`config.mk`:
```
export PLATFORM = sky130hd
export DESIGN_NAME = line_status_unit
export DESIGN_NICKNAME = d
export VERILOG_FILES = /design/src/line_status_pkg.sv /design/src/rx_store_if.sv /design/src/line_status_unit.sv /design/src/rx_store_mem.sv
export VERILOG_INCLUDE_DIRS = /design/src
export SDC_FILE = /design/constraint.sdc
export NUM_CORES = 1
export LEC_CHECK = 0
export ABC_AREA = 1
export BUFFER_PORTS_ARGS = -buffer_cell sky130_fd_sc_hd__buf_2
export CAP_MARGIN = 20
export CORE_AREA = 8 8 296 298
export CTS_CLUSTER_DIAMETER = 200
export CTS_CLUSTER_SIZE = 24
export DETAILED_ROUTE_END_ITERATION = 10
export DIE_AREA = 0 0 304 306
export PLACE_DENSITY_LB_ADDON = 0.3
export SKIP_CTS_REPAIR_TIMING = 1
export SYNTH_ARGS = -nofsm -noshare
export SYNTH_HDL_FRONTEND = slang
export SYNTH_SLANG_ARGS = --single-unit
```
`constraint.sdc`:
```
create_clock -name hclk -period 5.7 [get_ports hclk]
set_clock_uncertainty 0.2 [all_clocks]
set_input_delay 0.57 -clock hclk [delete_from_list [all_inputs] [get_ports hclk]]
set_output_delay 0.57 -clock hclk [all_outputs]
set_load 0.02 [all_outputs]
```
`src/line_status_params.svh`:
```
`ifndef LINE_STATUS_PARAMS_SVH
`define LINE_STATUS_PARAMS_SVH

// ==========================================================
// register byte offsets
`define OFS_LINE_STATUS 8'h00
`define OFS_MODEM_STATUS 8'h04
`define OFS_MODEM_CONTROL 8'h08
`define OFS_LINE_CONTROL 8'h0C
`define OFS_FIFO_CONTROL 8'h10
`define OFS_FEATURE_CONTROL 8'h14

// ==========================================================
// line_status fields
`define LS_READY 0
`define LS_OVERRUN 1
`define LS_PARITY 2

// ==========================================================
// modem_status fields: deltas in 3:0, live levels in 7:4
`define MS_DCTS 0
`define MS_DDSR 1
`define MS_TERI 2
`define MS_DDCD 3
`define MS_CTS 4
`define MS_DSR 5
`define MS_RI 6
`define MS_DCD 7

// ==========================================================
// modem_control, line_control, fifo and feature fields
`define MC_DTR 0
`define MC_RTS 1
`define MC_USER_OUTPUT_ONE 2
`define MC_USER_OUTPUT_TWO 3
`define MC_LOOP 4
`define MC_WIDTH 5
`define LC_WLEN_LO 0
`define LC_PEN 3
`define LC_EVEN 4
`define LC_WIDTH 5
`define FC_ENABLE 0
`define FE_AUTO_CTS 7

// ==========================================================
// reset values and the end count of the arm counter
`define RST_MODEM_CONTROL 5'h00
`define RST_LINE_CONTROL 5'h00
`define RST_SYNC 4'hF
`define ARM_DONE 2'h3

`endif

```
`src/line_status_pkg.sv`:
```
package line_status_pkg;

  typedef enum logic [2:0] {
    SEL_NONE = 3'b000,
    SEL_LS = 3'b001,
    SEL_MS = 3'b010,
    SEL_MC = 3'b011,
    SEL_LC = 3'b100,
    SEL_FC = 3'b101,
    SEL_FE = 3'b110
  } reg_sel_e;

  typedef logic [7:0] byte_t;

endpackage : line_status_pkg

```
`src/rx_store_if.sv`:
```
`timescale 1ns/1ns
`default_nettype none

interface rx_store_if #(
  parameter int AW = 6,
  parameter int DW = 9
);
  logic wr_en;
  logic [AW-1:0] wr_addr;
  logic [DW-1:0] wr_data;
  logic [AW-1:0] rd_addr;
  logic [DW-1:0] rd_data;

  modport ctrl (
    output wr_en,
    output wr_addr,
    output wr_data,
    output rd_addr,
    input rd_data
  );

  modport mem (
    input wr_en,
    input wr_addr,
    input wr_data,
    input rd_addr,
    output rd_data
  );
endinterface : rx_store_if

`default_nettype wire

```
`src/line_status_unit.sv`:
```
`timescale 1ns/1ns
`default_nettype none
`include "line_status_params.svh"

// Overview of operation
// - parity mismatch sets parity error flag
// - fifo mode reports parity of head character
// - character arriving while full sets overrun
// - overrun character never pushed into store
// - data ready while any character held
// - four change flags track modem inputs
// - modem status read clears change flags
// - bit 7 carrier, loop-back user_output_two
// - bit 6 ring, loop-back user_output_one
// - bit 5 dsr, loop-back dtr
// - bit 4 cts, loop-back rts
// - auto cts halts after current character
// - carrier toggle sets bit 3, interrupt
// - ring 0-to-1 input sets bit 2, interrupt
// - dsr toggle bit 1, cts toggle bit 0
// - any change flag raises modem interrupt
module line_status_unit #(
  parameter int DEPTH = 64
) (
  input wire logic hclk,
  input wire logic hresetn,
  input wire logic hsel,
  input wire logic [31:0] haddr,
  input wire logic [1:0] htrans,
  input wire logic hwrite,
  input wire logic [2:0] hsize,
  input wire logic [31:0] hwdata,
  input wire logic hready,
  output logic [31:0] hrdata,
  output logic hreadyout,
  output logic hresp,
  input wire logic rx_char_done,
  input wire logic [7:0] rx_char,
  input wire logic rx_par_bit,
  input wire logic rx_pop,
  input wire logic cts_n,
  input wire logic dsr_n,
  input wire logic ri_n,
  input wire logic dcd_n,
  input wire logic tx_busy,
  output logic rx_ready,
  output logic [7:0] rx_head,
  output logic tx_halt,
  output logic modem_irq,
  output logic dtr_n,
  output logic rts_n
);

  localparam int AW = $clog2(DEPTH);
  localparam logic [AW:0] CAP_FIFO = (AW+1)'(DEPTH);
  localparam logic [AW:0] CAP_HOLD = (AW+1)'(1);

  // ========================================================
  // bus slave: address phase decode, zero wait states
  line_status_pkg::reg_sel_e sel;
  line_status_pkg::reg_sel_e wsel_q, wsel_d;
  logic ap_take, rd_take, wr_pend_q, wr_pend_d;
  logic ls_rd, ms_rd;
  logic [31:0] hrdata_q, hrdata_d;
  line_status_pkg::byte_t rd_val;

  always_comb begin
    case (haddr[7:0])
      `OFS_LINE_STATUS: sel = line_status_pkg::SEL_LS;
      `OFS_MODEM_STATUS: sel = line_status_pkg::SEL_MS;
      `OFS_MODEM_CONTROL: sel = line_status_pkg::SEL_MC;
      `OFS_LINE_CONTROL: sel = line_status_pkg::SEL_LC;
      `OFS_FIFO_CONTROL: sel = line_status_pkg::SEL_FC;
      `OFS_FEATURE_CONTROL: sel = line_status_pkg::SEL_FE;
      default: sel = line_status_pkg::SEL_NONE;
    endcase
  end

  assign ap_take = hsel && hready && htrans[1];
  assign rd_take = ap_take && !hwrite;
  assign ls_rd = rd_take && (sel == line_status_pkg::SEL_LS);
  assign ms_rd = rd_take && (sel == line_status_pkg::SEL_MS);

  always_comb begin
    wr_pend_d = ap_take && hwrite;
    wsel_d = sel;
    hrdata_d = hrdata_q;
    if (rd_take) begin
      hrdata_d = {24'h000000, rd_val};
    end
  end

  always_ff @(posedge hclk or negedge hresetn) begin
    if (!hresetn) begin
      wr_pend_q <= 1'b0;
      wsel_q <= line_status_pkg::SEL_NONE;
      hrdata_q <= 32'h00000000;
      hreadyout <= 1'b0;
      hresp <= 1'b0;
    end else begin
      wr_pend_q <= wr_pend_d;
      wsel_q <= wsel_d;
      hrdata_q <= hrdata_d;
      hreadyout <= 1'b1;
      hresp <= 1'b0;
    end
  end

  assign hrdata = hrdata_q;

  // ========================================================
  // software control registers, written in the data phase
  logic [`MC_WIDTH-1:0] mc_q, mc_d;
  logic [`LC_WIDTH-1:0] lc_q, lc_d;
  logic fifo_en_q, fifo_en_d, auto_cts_q, auto_cts_d, flush;

  always_comb begin
    mc_d = mc_q;
    lc_d = lc_q;
    fifo_en_d = fifo_en_q;
    auto_cts_d = auto_cts_q;
    if (wr_pend_q) begin
      case (wsel_q)
        line_status_pkg::SEL_MC: mc_d = hwdata[`MC_WIDTH-1:0];
        line_status_pkg::SEL_LC: lc_d = hwdata[`LC_WIDTH-1:0];
        line_status_pkg::SEL_FC: fifo_en_d = hwdata[`FC_ENABLE];
        line_status_pkg::SEL_FE: auto_cts_d = hwdata[`FE_AUTO_CTS];
        default: mc_d = mc_q;
      endcase
    end
  end

  // a mode switch empties the store; old entries mean nothing
  assign flush = fifo_en_d != fifo_en_q;

  always_ff @(posedge hclk or negedge hresetn) begin
    if (!hresetn) begin
      mc_q <= `RST_MODEM_CONTROL;
      lc_q <= `RST_LINE_CONTROL;
      fifo_en_q <= 1'b0;
      auto_cts_q <= 1'b0;
    end else begin
      mc_q <= mc_d;
      lc_q <= lc_d;
      fifo_en_q <= fifo_en_d;
      auto_cts_q <= auto_cts_d;
    end
  end

  // ========================================================
  // receive store: one character when not in fifo mode
  rx_store_if #(.AW(AW), .DW(9)) store ();

  rx_store_mem #(.AW(AW), .DW(9)) u_store (
    .hclk(hclk),
    .hresetn(hresetn),
    .port(store)
  );

  logic [AW-1:0] wr_ptr_q, wr_ptr_d, rd_ptr_q, rd_ptr_d;
  logic [AW:0] count_q, count_d;
  logic full, push, pop, perr, ovr_q, ovr_d, rx_ready_q;
  logic [7:0] masked;

  // unused upper bits of short characters are not in parity
  always_comb begin
    masked = rx_char;
    case (lc_q[`LC_WLEN_LO +: 2])
      2'h0: masked = {3'h0, rx_char[4:0]};
      2'h1: masked = {2'h0, rx_char[5:0]};
      2'h2: masked = {1'h0, rx_char[6:0]};
      default: masked = rx_char;
    endcase
  end

  assign perr = lc_q[`LC_PEN] &&
    (rx_par_bit != (lc_q[`LC_EVEN] ? ^masked : ~^masked));
  assign full = count_q >= (fifo_en_q ? CAP_FIFO : CAP_HOLD);
  assign push = rx_char_done && !full;
  assign pop = rx_pop && (count_q != '0);

  always_comb begin
    wr_ptr_d = wr_ptr_q + AW'(push);
    rd_ptr_d = rd_ptr_q + AW'(pop);
    count_d = count_q + (AW+1)'(push) - (AW+1)'(pop);
    if (flush) begin
      wr_ptr_d = '0;
      rd_ptr_d = '0;
      count_d = '0;
    end
    // overrun sticky, set beats read clear
    ovr_d = (ovr_q && !ls_rd) || (rx_char_done && full);
  end

  assign store.wr_en = push;
  assign store.wr_addr = wr_ptr_q;
  assign store.wr_data = {perr, rx_char};
  assign store.rd_addr = rd_ptr_d;

  always_ff @(posedge hclk or negedge hresetn) begin
    if (!hresetn) begin
      wr_ptr_q <= '0;
      rd_ptr_q <= '0;
      count_q <= '0;
      ovr_q <= 1'b0;
      rx_ready_q <= 1'b0;
    end else begin
      wr_ptr_q <= wr_ptr_d;
      rd_ptr_q <= rd_ptr_d;
      count_q <= count_d;
      ovr_q <= ovr_d;
      rx_ready_q <= count_d != '0;
    end
  end

  assign rx_ready = rx_ready_q;
  assign rx_head = store.rd_data[7:0];

  // ========================================================
  // modem inputs: two-stage synchronisers
  logic [3:0] s1_q, s2_q, live, prev_q, delta_q, delta_d, dset;
  logic [1:0] arm_q, arm_d;
  logic irq_q, halt_q, halt_d, dtr_n_q, rts_n_q;

  always_ff @(posedge hclk or negedge hresetn) begin
    if (!hresetn) begin
      s1_q <= `RST_SYNC;
      s2_q <= `RST_SYNC;
    end else begin
      s1_q <= {dcd_n, ri_n, dsr_n, cts_n};
      s2_q <= s1_q;
    end
  end

  // live levels in modem_status order: dcd, ri, dsr, cts
  always_comb begin
    live = ~s2_q;
    if (mc_q[`MC_LOOP]) begin
      live[3] = mc_q[`MC_USER_OUTPUT_TWO];
      live[2] = mc_q[`MC_USER_OUTPUT_ONE];
      live[1] = mc_q[`MC_DTR];
      live[0] = mc_q[`MC_RTS];
    end
  end

  always_comb begin
    dset[3] = live[3] ^ prev_q[3];
    // ring pin 0-to-1 is status bit falling
    dset[2] = prev_q[2] && !live[2];
    dset[1] = live[1] ^ prev_q[1];
    dset[0] = live[0] ^ prev_q[0];
    // ignore the settling of the synchronisers after reset
    if (arm_q != `ARM_DONE) begin
      dset = 4'h0;
    end
    delta_d = (delta_q & ~{4{ms_rd}}) | dset;
    arm_d = (arm_q == `ARM_DONE) ? arm_q : arm_q + 2'h1;
    halt_d = auto_cts_q && !live[0] && (halt_q || !tx_busy);
  end

  always_ff @(posedge hclk or negedge hresetn) begin
    if (!hresetn) begin
      prev_q <= 4'h0;
      delta_q <= 4'h0;
      arm_q <= 2'h0;
      irq_q <= 1'b0;
      halt_q <= 1'b0;
      dtr_n_q <= 1'b1;
      rts_n_q <= 1'b1;
    end else begin
      prev_q <= live;
      delta_q <= delta_d;
      arm_q <= arm_d;
      irq_q <= |delta_d;
      halt_q <= halt_d;
      dtr_n_q <= !mc_q[`MC_DTR] || mc_q[`MC_LOOP];
      rts_n_q <= !mc_q[`MC_RTS] || mc_q[`MC_LOOP];
    end
  end

  assign modem_irq = irq_q;
  assign tx_halt = halt_q;
  assign dtr_n = dtr_n_q;
  assign rts_n = rts_n_q;

  // ========================================================
  // read multiplexer
  always_comb begin
    case (sel)
      line_status_pkg::SEL_LS: rd_val = {5'h00,
        store.rd_data[8] && rx_ready_q, ovr_q, rx_ready_q};
      line_status_pkg::SEL_MS: rd_val = {live, delta_q};
      line_status_pkg::SEL_MC: rd_val = {3'h0, mc_q};
      line_status_pkg::SEL_LC: rd_val = {3'h0, lc_q};
      line_status_pkg::SEL_FC: rd_val = {7'h00, fifo_en_q};
      line_status_pkg::SEL_FE: rd_val = {auto_cts_q, 7'h00};
      default: rd_val = 8'h00;
    endcase
  end
endmodule : line_status_unit

`default_nettype wire

```
`src/rx_store_mem.sv`:
```
`timescale 1ns/1ns
`default_nettype none

module rx_store_mem #(
  parameter int AW = 6,
  parameter int DW = 9
) (
  input wire logic hclk,
  input wire logic hresetn,
  rx_store_if.mem port
);

  logic [DW-1:0] mem_q [0:(1<<AW)-1];
  logic [DW-1:0] rd_d;
  logic [DW-1:0] rd_q;

  // write-through so a push into an empty store shows at once
  always_comb begin
    rd_d = mem_q[port.rd_addr];
    if (port.wr_en && (port.wr_addr == port.rd_addr)) begin
      rd_d = port.wr_data;
    end
  end

  always_ff @(posedge hclk) begin
    if (port.wr_en) begin
      mem_q[port.wr_addr] <= port.wr_data;
    end
  end

  always_ff @(posedge hclk or negedge hresetn) begin
    if (!hresetn) begin
      rd_q <= '0;
    end else begin
      rd_q <= rd_d;
    end
  end

  assign port.rd_data = rd_q;

endmodule : rx_store_mem

`default_nettype wire

```
==> results of run 1 <==
## kinds of logic (layout without fill, tap and decap cells)
kind of cell | after synthesis | in the layout | share of synthesized area (%)
xor gates and xnor gates | 14 | 14 | 0.426
muxes | 1 | 1 | 0.0391
DFF | 653 | 653 | 66.9
AOI/OAI and AO/OA | 124 | 124 | 2.48
and+or+nand+nor | 1396 | 1396 | 21.4
buffers and inverters | 541 | 525 | 7.86
adders and majority gates | 20 | 20 | 0.896
other | 2 | 26 | 0.0261
## Yosys cell counts (all sizes together), types with 2 or more instances
cell and n:
nand2 605, edfxtp 576, nand3 438, inv 358, nor2 224, buf 130, nand4 103, o21ai 82
dfrtp 67, clkbuf 51, ha 19, o211ai 19, or2 16, dfstp 10, a21oi 9, xor2 8
nor3 7, xnor2 6, a211oi 2, a221oi 2, clkinv 2, conb 2, nor4 2, o21bai 2
o2bb2ai 2
## flip-flops by register name (all words and copies together) (netlist names), 5 cells and up
| signal | cells |
|---|---|
| u_store.port.rd_data | 9 |
| hrdata | 8 |
| mc_q | 5 |
| lc_q | 5 |
| u_store.mem_q | 576 |
| rd_ptr_q | 6 |
| store.wr_addr | 6 |
| count_q | 7 |
## layer usage
| layer | global-route usage, % | share of wire [%] |
|---|---|---|
| met2 | 25.2 | 47 |
| met1 | 21.6 | 44 |
| met5 | 0 | 0 |
| met3 | 2.28 | 6.1 |
| met4 | 4.07 | 2.7 |
## cell type report
type	count	share of cell area [%]
well taps	1080	4.35
clock inverters	1	0.0644
inverters	360	4.35
flip-flops and latches	653	61.9
multi-input cells	1581	23.9
repair buffers	108	2.70
clock buffers	56	2.80
## worst max-delay path by stage
stage                                    from                        endpoint  slack, ns
after floorplan                    rx_char[5]   u_store.mem_q[0][8]$_DFFE_PP_       1.78
after global placement    fifo_en_q$_DFF_PN0_  u_store.mem_q[35][0]$_DFFE_PP_       1.43
after detailed placement  fifo_en_q$_DFF_PN0_  u_store.mem_q[35][0]$_DFFE_PP_       1.38
after CTS                 fifo_en_q$_DFF_PN0_  u_store.mem_q[35][1]$_DFFE_PP_       1.36
after global routing      fifo_en_q$_DFF_PN0_  u_store.mem_q[35][6]$_DFFE_PP_       1.14
final                     fifo_en_q$_DFF_PN0_  u_store.mem_q[35][5]$_DFFE_PP_       1.31
## report_power, final
group	switching (mW)	internal, mW	total, mW	leakage (nW)
combinational	4.51	1.78	6.29	5.95
clock	1.49	1.05	2.53	0.421
sequential	0.0907	5.41	5.50	6.04
## worst register-to-register path, cell delays in order, from the launching register on
cell     delay (ns)
dfrtp_1        0.43
inv_2          0.10
ha_1           0.30
nand4_1        0.09
nand4_1        0.09
a21o_1         0.19
nor2_1         0.41
inv_1          0.18
nor2_1         0.24
nand3_1        0.72
nor2_1         1.08
## layout by cell type (no fill, tap or decap), types with 2 or more instances in the layout
cell type      instances
a211oi_1               2
a21oi_1                8
a221oi_1               2
buf_12                10
buf_2                 56
buf_4                 32
clkbuf_1              25
clkbuf_16             31
conb_1                26
dfrtp_1               67
dfstp_2               10
dlygate4sd3_1          9
edfxtp_1             576
ha_1                  18
inv_1                350
inv_2                  8
nand2_1              603
nand2_2                2
nand3_1              433
nand3_4                5
nand4_1              103
nor2_1               222
nor2_4                 2
nor3_1                 6
nor4_1                 2
o211ai_1              19
o21ai_0               64
o21ai_1               18
o21bai_1               2
o2bb2ai_1              2
or2_2                 15
xnor2_1                6
xor2_1                 8
## stage by stage
stage | instances | setup WS, ns | instance area, um2 | power (mW)
floorplan | 2775 | 1.78 | 28900 | 9.73
CTS | 3829 | 1.36 | 31000 | 14.4
detailed placement | 3772 | 1.38 | 30100 | 11.9
finish | 3839 | 1.31 | 31100 | 14.3
global route | 3839 | 1.14 | 31100 | 15.2
global placement | 3772 | 1.43 | 30100 | 11.9
==> flow_metrics.py, run 1 <==
metrics = {
    "status": {
        "status": "finished, final reports clean",
    },
    "cts": {
        "clock_path_buffers": 3,
        "cts_buffers": 31,
        "htreeDepth": 1,
        "clk_latency_ns": 0.63,
        "clkSlewWorstSetupHoldPaths_ns": 0.10,
        "cts_tree": "yes",
        "cts_sinks": 653,
        "root_buffer": "clkbuf_16",
    },
    "global_route": {
        "grt_use_total_pct": 15.5,
        "grt-ovfl-total": 0,
        "antenna_found_initial": 0,
        "grt_pass1_vias": 17700,
        "grt_pass1_wl_mm": 112,
        "grt_max_degree": 115,
    },
    "floorplanning": {
        "ioPinCount": 137,
        "rows": 106,
        "dieArea_um2": 93000,
        "core_region_area_um2": 82900,
        "die_h_um": 306,
        "initial_core_util_pct": 34.7,
        "die_w_um": 304,
    },
    "routing": {
        "vias_per_cell": 4.92,
        "wirelength_mm": 74.3,
        "firstDrtPassIters": 5,
        "drt-wirelength-per-cell_um": 19.3,
        "drc": 0,
        "ant_nets": 0,
        "dr_total_vias": 18900,
        "drt_iter0_markers": 1708,
    },
    "logic_synthesis": {
        "ys_seq_area_share_pct": 66.9,
        "syn_inst": 2751,
        "ys_warn_count": 0,
        "async_reset_ff_share_pct": 11.8,
        "netlist.area_leader.share_pct": 60.1,
        "synth-edff-count": 576,
        "ys_types": 46,
        "synth_area_leaders": "edfxtp_1 60%, nand2_1 7.9%, nand3_1 7.6%, dfrtp_1 5.8%, inv_1 4.6%",
        "syn_area_um2": 28800,
        "synth.largest_area_cell": "edfxtp_1",
        "avgSynthCellArea_um2": 10.5,
        "ys_seq_elements": 653,
        "synth_ff_type": "edfxtp_1",
    },
    "timing": {
        "fmax_mhz": 228,
        "holdWs_ns": 0.0274,
        "min_period_ns": 4.39,
        "hold_viol": 0,
        "relSlewSlack_pct": 29.5,
        "tns_ns": 0,
        "grt_setup_unrepaired": "false",
        "worstMarginPinSlew_ns": 1.05,
        "fin_crit_sh_pct": 77.0,
        "finalSetupViolCount": 0,
        "drv_slew": 0,
    },
    "worst_setup_path": {
        "crit_top_cell": "nor2_1",
        "crit_fanout": 9,
        "arrival_ns": 4.44,
        "crit_chain": "inv_2 -> ha_1 -> nand4_1 -> nand4_1 -> a21o_1 -> nor2_1 -> inv_1 -> nor2_1 -> nand3_1 -> nor2_1",
        "cp_top_family": "simple AND/OR/NAND/NOR gates",
        "end_kind": "register",
        "crit_type": "register to register",
        "ff2ff_path_depth": 10,
        "crit_cells": 10,
        "cp_data_required_time_ns": 5.75,
        "start_kind": "register",
        "reg2reg_slack_ns": 1.31,
        "crit_buf_inv": 2,
        "worstReg2RegEnd": "u_store.mem_q[35][5]$_DFFE_PP_",
        "crit-reg2reg-launch": "fifo_en_q$_DFF_PN0_",
        "crit_slowest_cell": "nor2_1",
        "cpPeakStageDelay_ns": 1.08,
    },
    "final_layout": {
        "syn_to_final_growth_pct": 8.06,
        "nNetsFinal": 2845,
        "antennaDiodeCount": 0,
        "regArea_um2": 19200,
        "final_util_pct": 37.5,
        "num-fill-cells": 8075,
        "drive_gt1_share_pct": 6.49,
        "multi_input_area_um2": 7420,
    },
    "hold_path": {
        "holdPathStages": 3,
        "hold-path-endpoint": "mc_q[4]$_DFFE_PN0P_",
        "hold_start": "hwdata[4]",
        "hp-class": "input port to register",
    },
    "pwr": {
        "power_density_nw_per_um2": 461,
        "p_leak_nw": 12.4,
        "peakVddDrop_mv": 0.656,
    },
    "job": {
        "drv_cap": 0,
    },
    "placement": {
        "io_buffers": 57,
        "dp.final_hpwl_mm": 42.8,
        "gp_congestion": 0.837,
    },
}
No activity file was read; power rests on OpenSTA's default activity.
==> run 2: changes to the inputs <==
==> constraint.sdc (replaced) <==
create_clock -name hclk -period 4.07 [get_ports hclk]
set_clock_uncertainty 0.2 [all_clocks]
set_input_delay 0.407 -clock hclk [delete_from_list [all_inputs] [get_ports hclk]]
set_output_delay 0.407 -clock hclk [all_outputs]
set_load 0.02 [all_outputs]
==> flow_metrics.py, run 2 (synthesis gave the netlist of run 1 again) <==
metrics = {
    "cts": {
        "htreeDepth": 1,
        "clock_path_buffers": 3,
        "root_buffer": "clkbuf_16",
        "clk_latency_ns": 0.64,
        "cts_sinks": 653,
        "cts_buffers": 31,
        "cts_tree": "yes",
        "clkSlewWorstSetupHoldPaths_ns": 0.10,
    },
    "final_layout": {
        "antennaDiodeCount": 0,
        "final_common_cell": "nand2_1",
        "largest_reg_flops": 576,
        "design_area_um2": 31700,
        "regArea_um2": 19200,
        "drive_gt1_share_pct": 8.89,
        "num-fill-cells": 8065,
        "registers.top_by_ff_count": "u_store.mem_q",
        "multi_input_area_um2": 7420,
        "nNetsFinal": 2921,
        "syn_to_final_growth_pct": 10.3,
        "layout_common_cells": "603 x nand2_1, 576 x edfxtp_1, 433 x nand3_1",
    },
    "status": {
        "violations": "hold timing",
        "status": "finished, violations left",
    },
    "worst_setup_path": {
        "cp_data_required_time_ns": 4.44,
        "crit_type": "register to register",
        "crit_fanout": 72,
        "start_kind": "register",
        "arrival_ns": 4.11,
        "end_kind": "register",
    },
    "routing": {
        "drt-wirelength-per-cell_um": 19.4,
        "dr_total_vias": 19400,
        "vias_per_cell": 4.94,
        "wirelength_mm": 76.0,
        "ant_nets": 0,
        "drt_iter0_markers": 1845,
        "drc": 0,
        "firstDrtPassIters": 5,
    },
    "global_route": {
        "grt_use_total_pct": 15.8,
        "antenna_found_initial": 0,
        "use_met1_pct": 22.0,
        "grt_use_met2_pct": 25.9,
        "grt_pass1_wl_mm": 116,
        "grt_max_degree": 125,
        "grt-ovfl-total": 0,
        "grt_pass1_vias": 18200,
        "grt.busiest_layer": "met2",
        "gr-usage-met3_pct": 2.33,
    },
    "pwr": {
        "power_density_nw_per_um2": 640,
        "p_leak_nw": 12.8,
        "total_power_mw": 20.3,
        "peakVddDrop_mv": 0.837,
    },
    "timing": {
        "worstMarginPinSlew_ns": 0.941,
        "finalSetupViolCount": 0,
        "fin_crit_sh_pct": 92.1,
        "holdWs_ns": -0.0343,
        "tns_ns": 0,
        "fin_ws_ns": 0.322,
        "min_period_ns": 3.75,
        "hold_viol": 5,
        "grt_setup_unrepaired": "false",
        "drv_slew": 0,
        "fmax_mhz": 267,
        "relSlewSlack_pct": 37.1,
    },
    "placement": {
        "io_buffers": 57,
        "dp.final_hpwl_mm": 44.4,
        "dpl-instance-area_um2": 30600,
        "gp_congestion": 0.840,
        "preCtsSetupSlack_ns": 0.264,
    },
    "floorplanning": {
        "initial_core_util_pct": 34.7,
        "ioPinCount": 137,
        "core_region_area_um2": 82900,
        "dieArea_um2": 93000,
        "die_h_um": 306,
        "rows": 106,
        "die_w_um": 304,
    },
    "job": {
        "drv_cap": 0,
    },
    "hold_path": {
        "hp-class": "input port to register",
    },
}
## run 2: area by class of cell
type / instances / area share, %
clock buffers: 56 / 2.74
repair buffers: 184 / 4.65
inverters: 360 / 4.26
clock inverters: 2 / 0.0907
multi-input cells: 1581 / 23.4
flip-flops and latches: 653 / 60.6
well taps: 1080 / 4.26
## run 2: final timing paths
kind                                       from                           endpoint  slack [ns]  depth (start not counted)
hold / removal                           hready              hrdata[7]$_DFFE_PN0P_       -0.03                          5
hold reg to reg               s1_q[3]$_DFF_PN1_                  s2_q[3]$_DFF_PN1_        0.16                          0
setup reg to reg           count_q[3]$_DFF_PN0_  u_store.port.rd_data[4]$_DFF_PN0_        0.32                         18
min in group asynchronous               hresetn               arm_q[0]$_DFFE_PN0N_        0.02                          2
max in group asynchronous               hresetn                    rts_n$_DFF_PN1_        3.03                          3
setup / recovery           count_q[3]$_DFF_PN0_  u_store.port.rd_data[4]$_DFF_PN0_        0.32                         18
## run 2: worst max-delay path, stage by stage (launching register included)
cell,delay (ns)
dfrtp_1,0.39
inv_1,0.12
ha_1,0.18
nand4_1,0.09
o21ai_0,0.18
inv_1,0.13
ha_4,0.19
ha_1,0.32
nand3_4,0.13
inv_2,0.11
buf_12,0.37
nand3_1,0.15
nand3_1,0.11
nand3_1,0.13
nand3_1,0.20
nand3_1,0.25
nand2_1,0.13
nand2_1,0.08
nand2_1,0.12
## run 2: power breakdown
group          total [mW]  switching, mW  internal (mW)
logic                9.03           6.45           2.58
registers            7.70          0.126           7.57
clock network        3.60           2.13           1.47
## run 2: layer usage
layer  share of wire (%)  wire length, um
met5                   0                0
met1                  45            33900
met3                 6.1             4670
met2                  47            35600
met4                 2.4             1840
## run 2: per-stage QoR
| stage | instances | utilization (%) |
|---|---|---|
| 6_report | 3916 | 38.3 |
| 4_1_cts | 3898 | 38.0 |
| 3_5_place_dp | 3840 | 37.0 |
| 5_1_grt | 3916 | 38.3 |
| 2_1_floorplan | 2775 | - |
| 3_3_place_gp | 3840 | 37.0 |
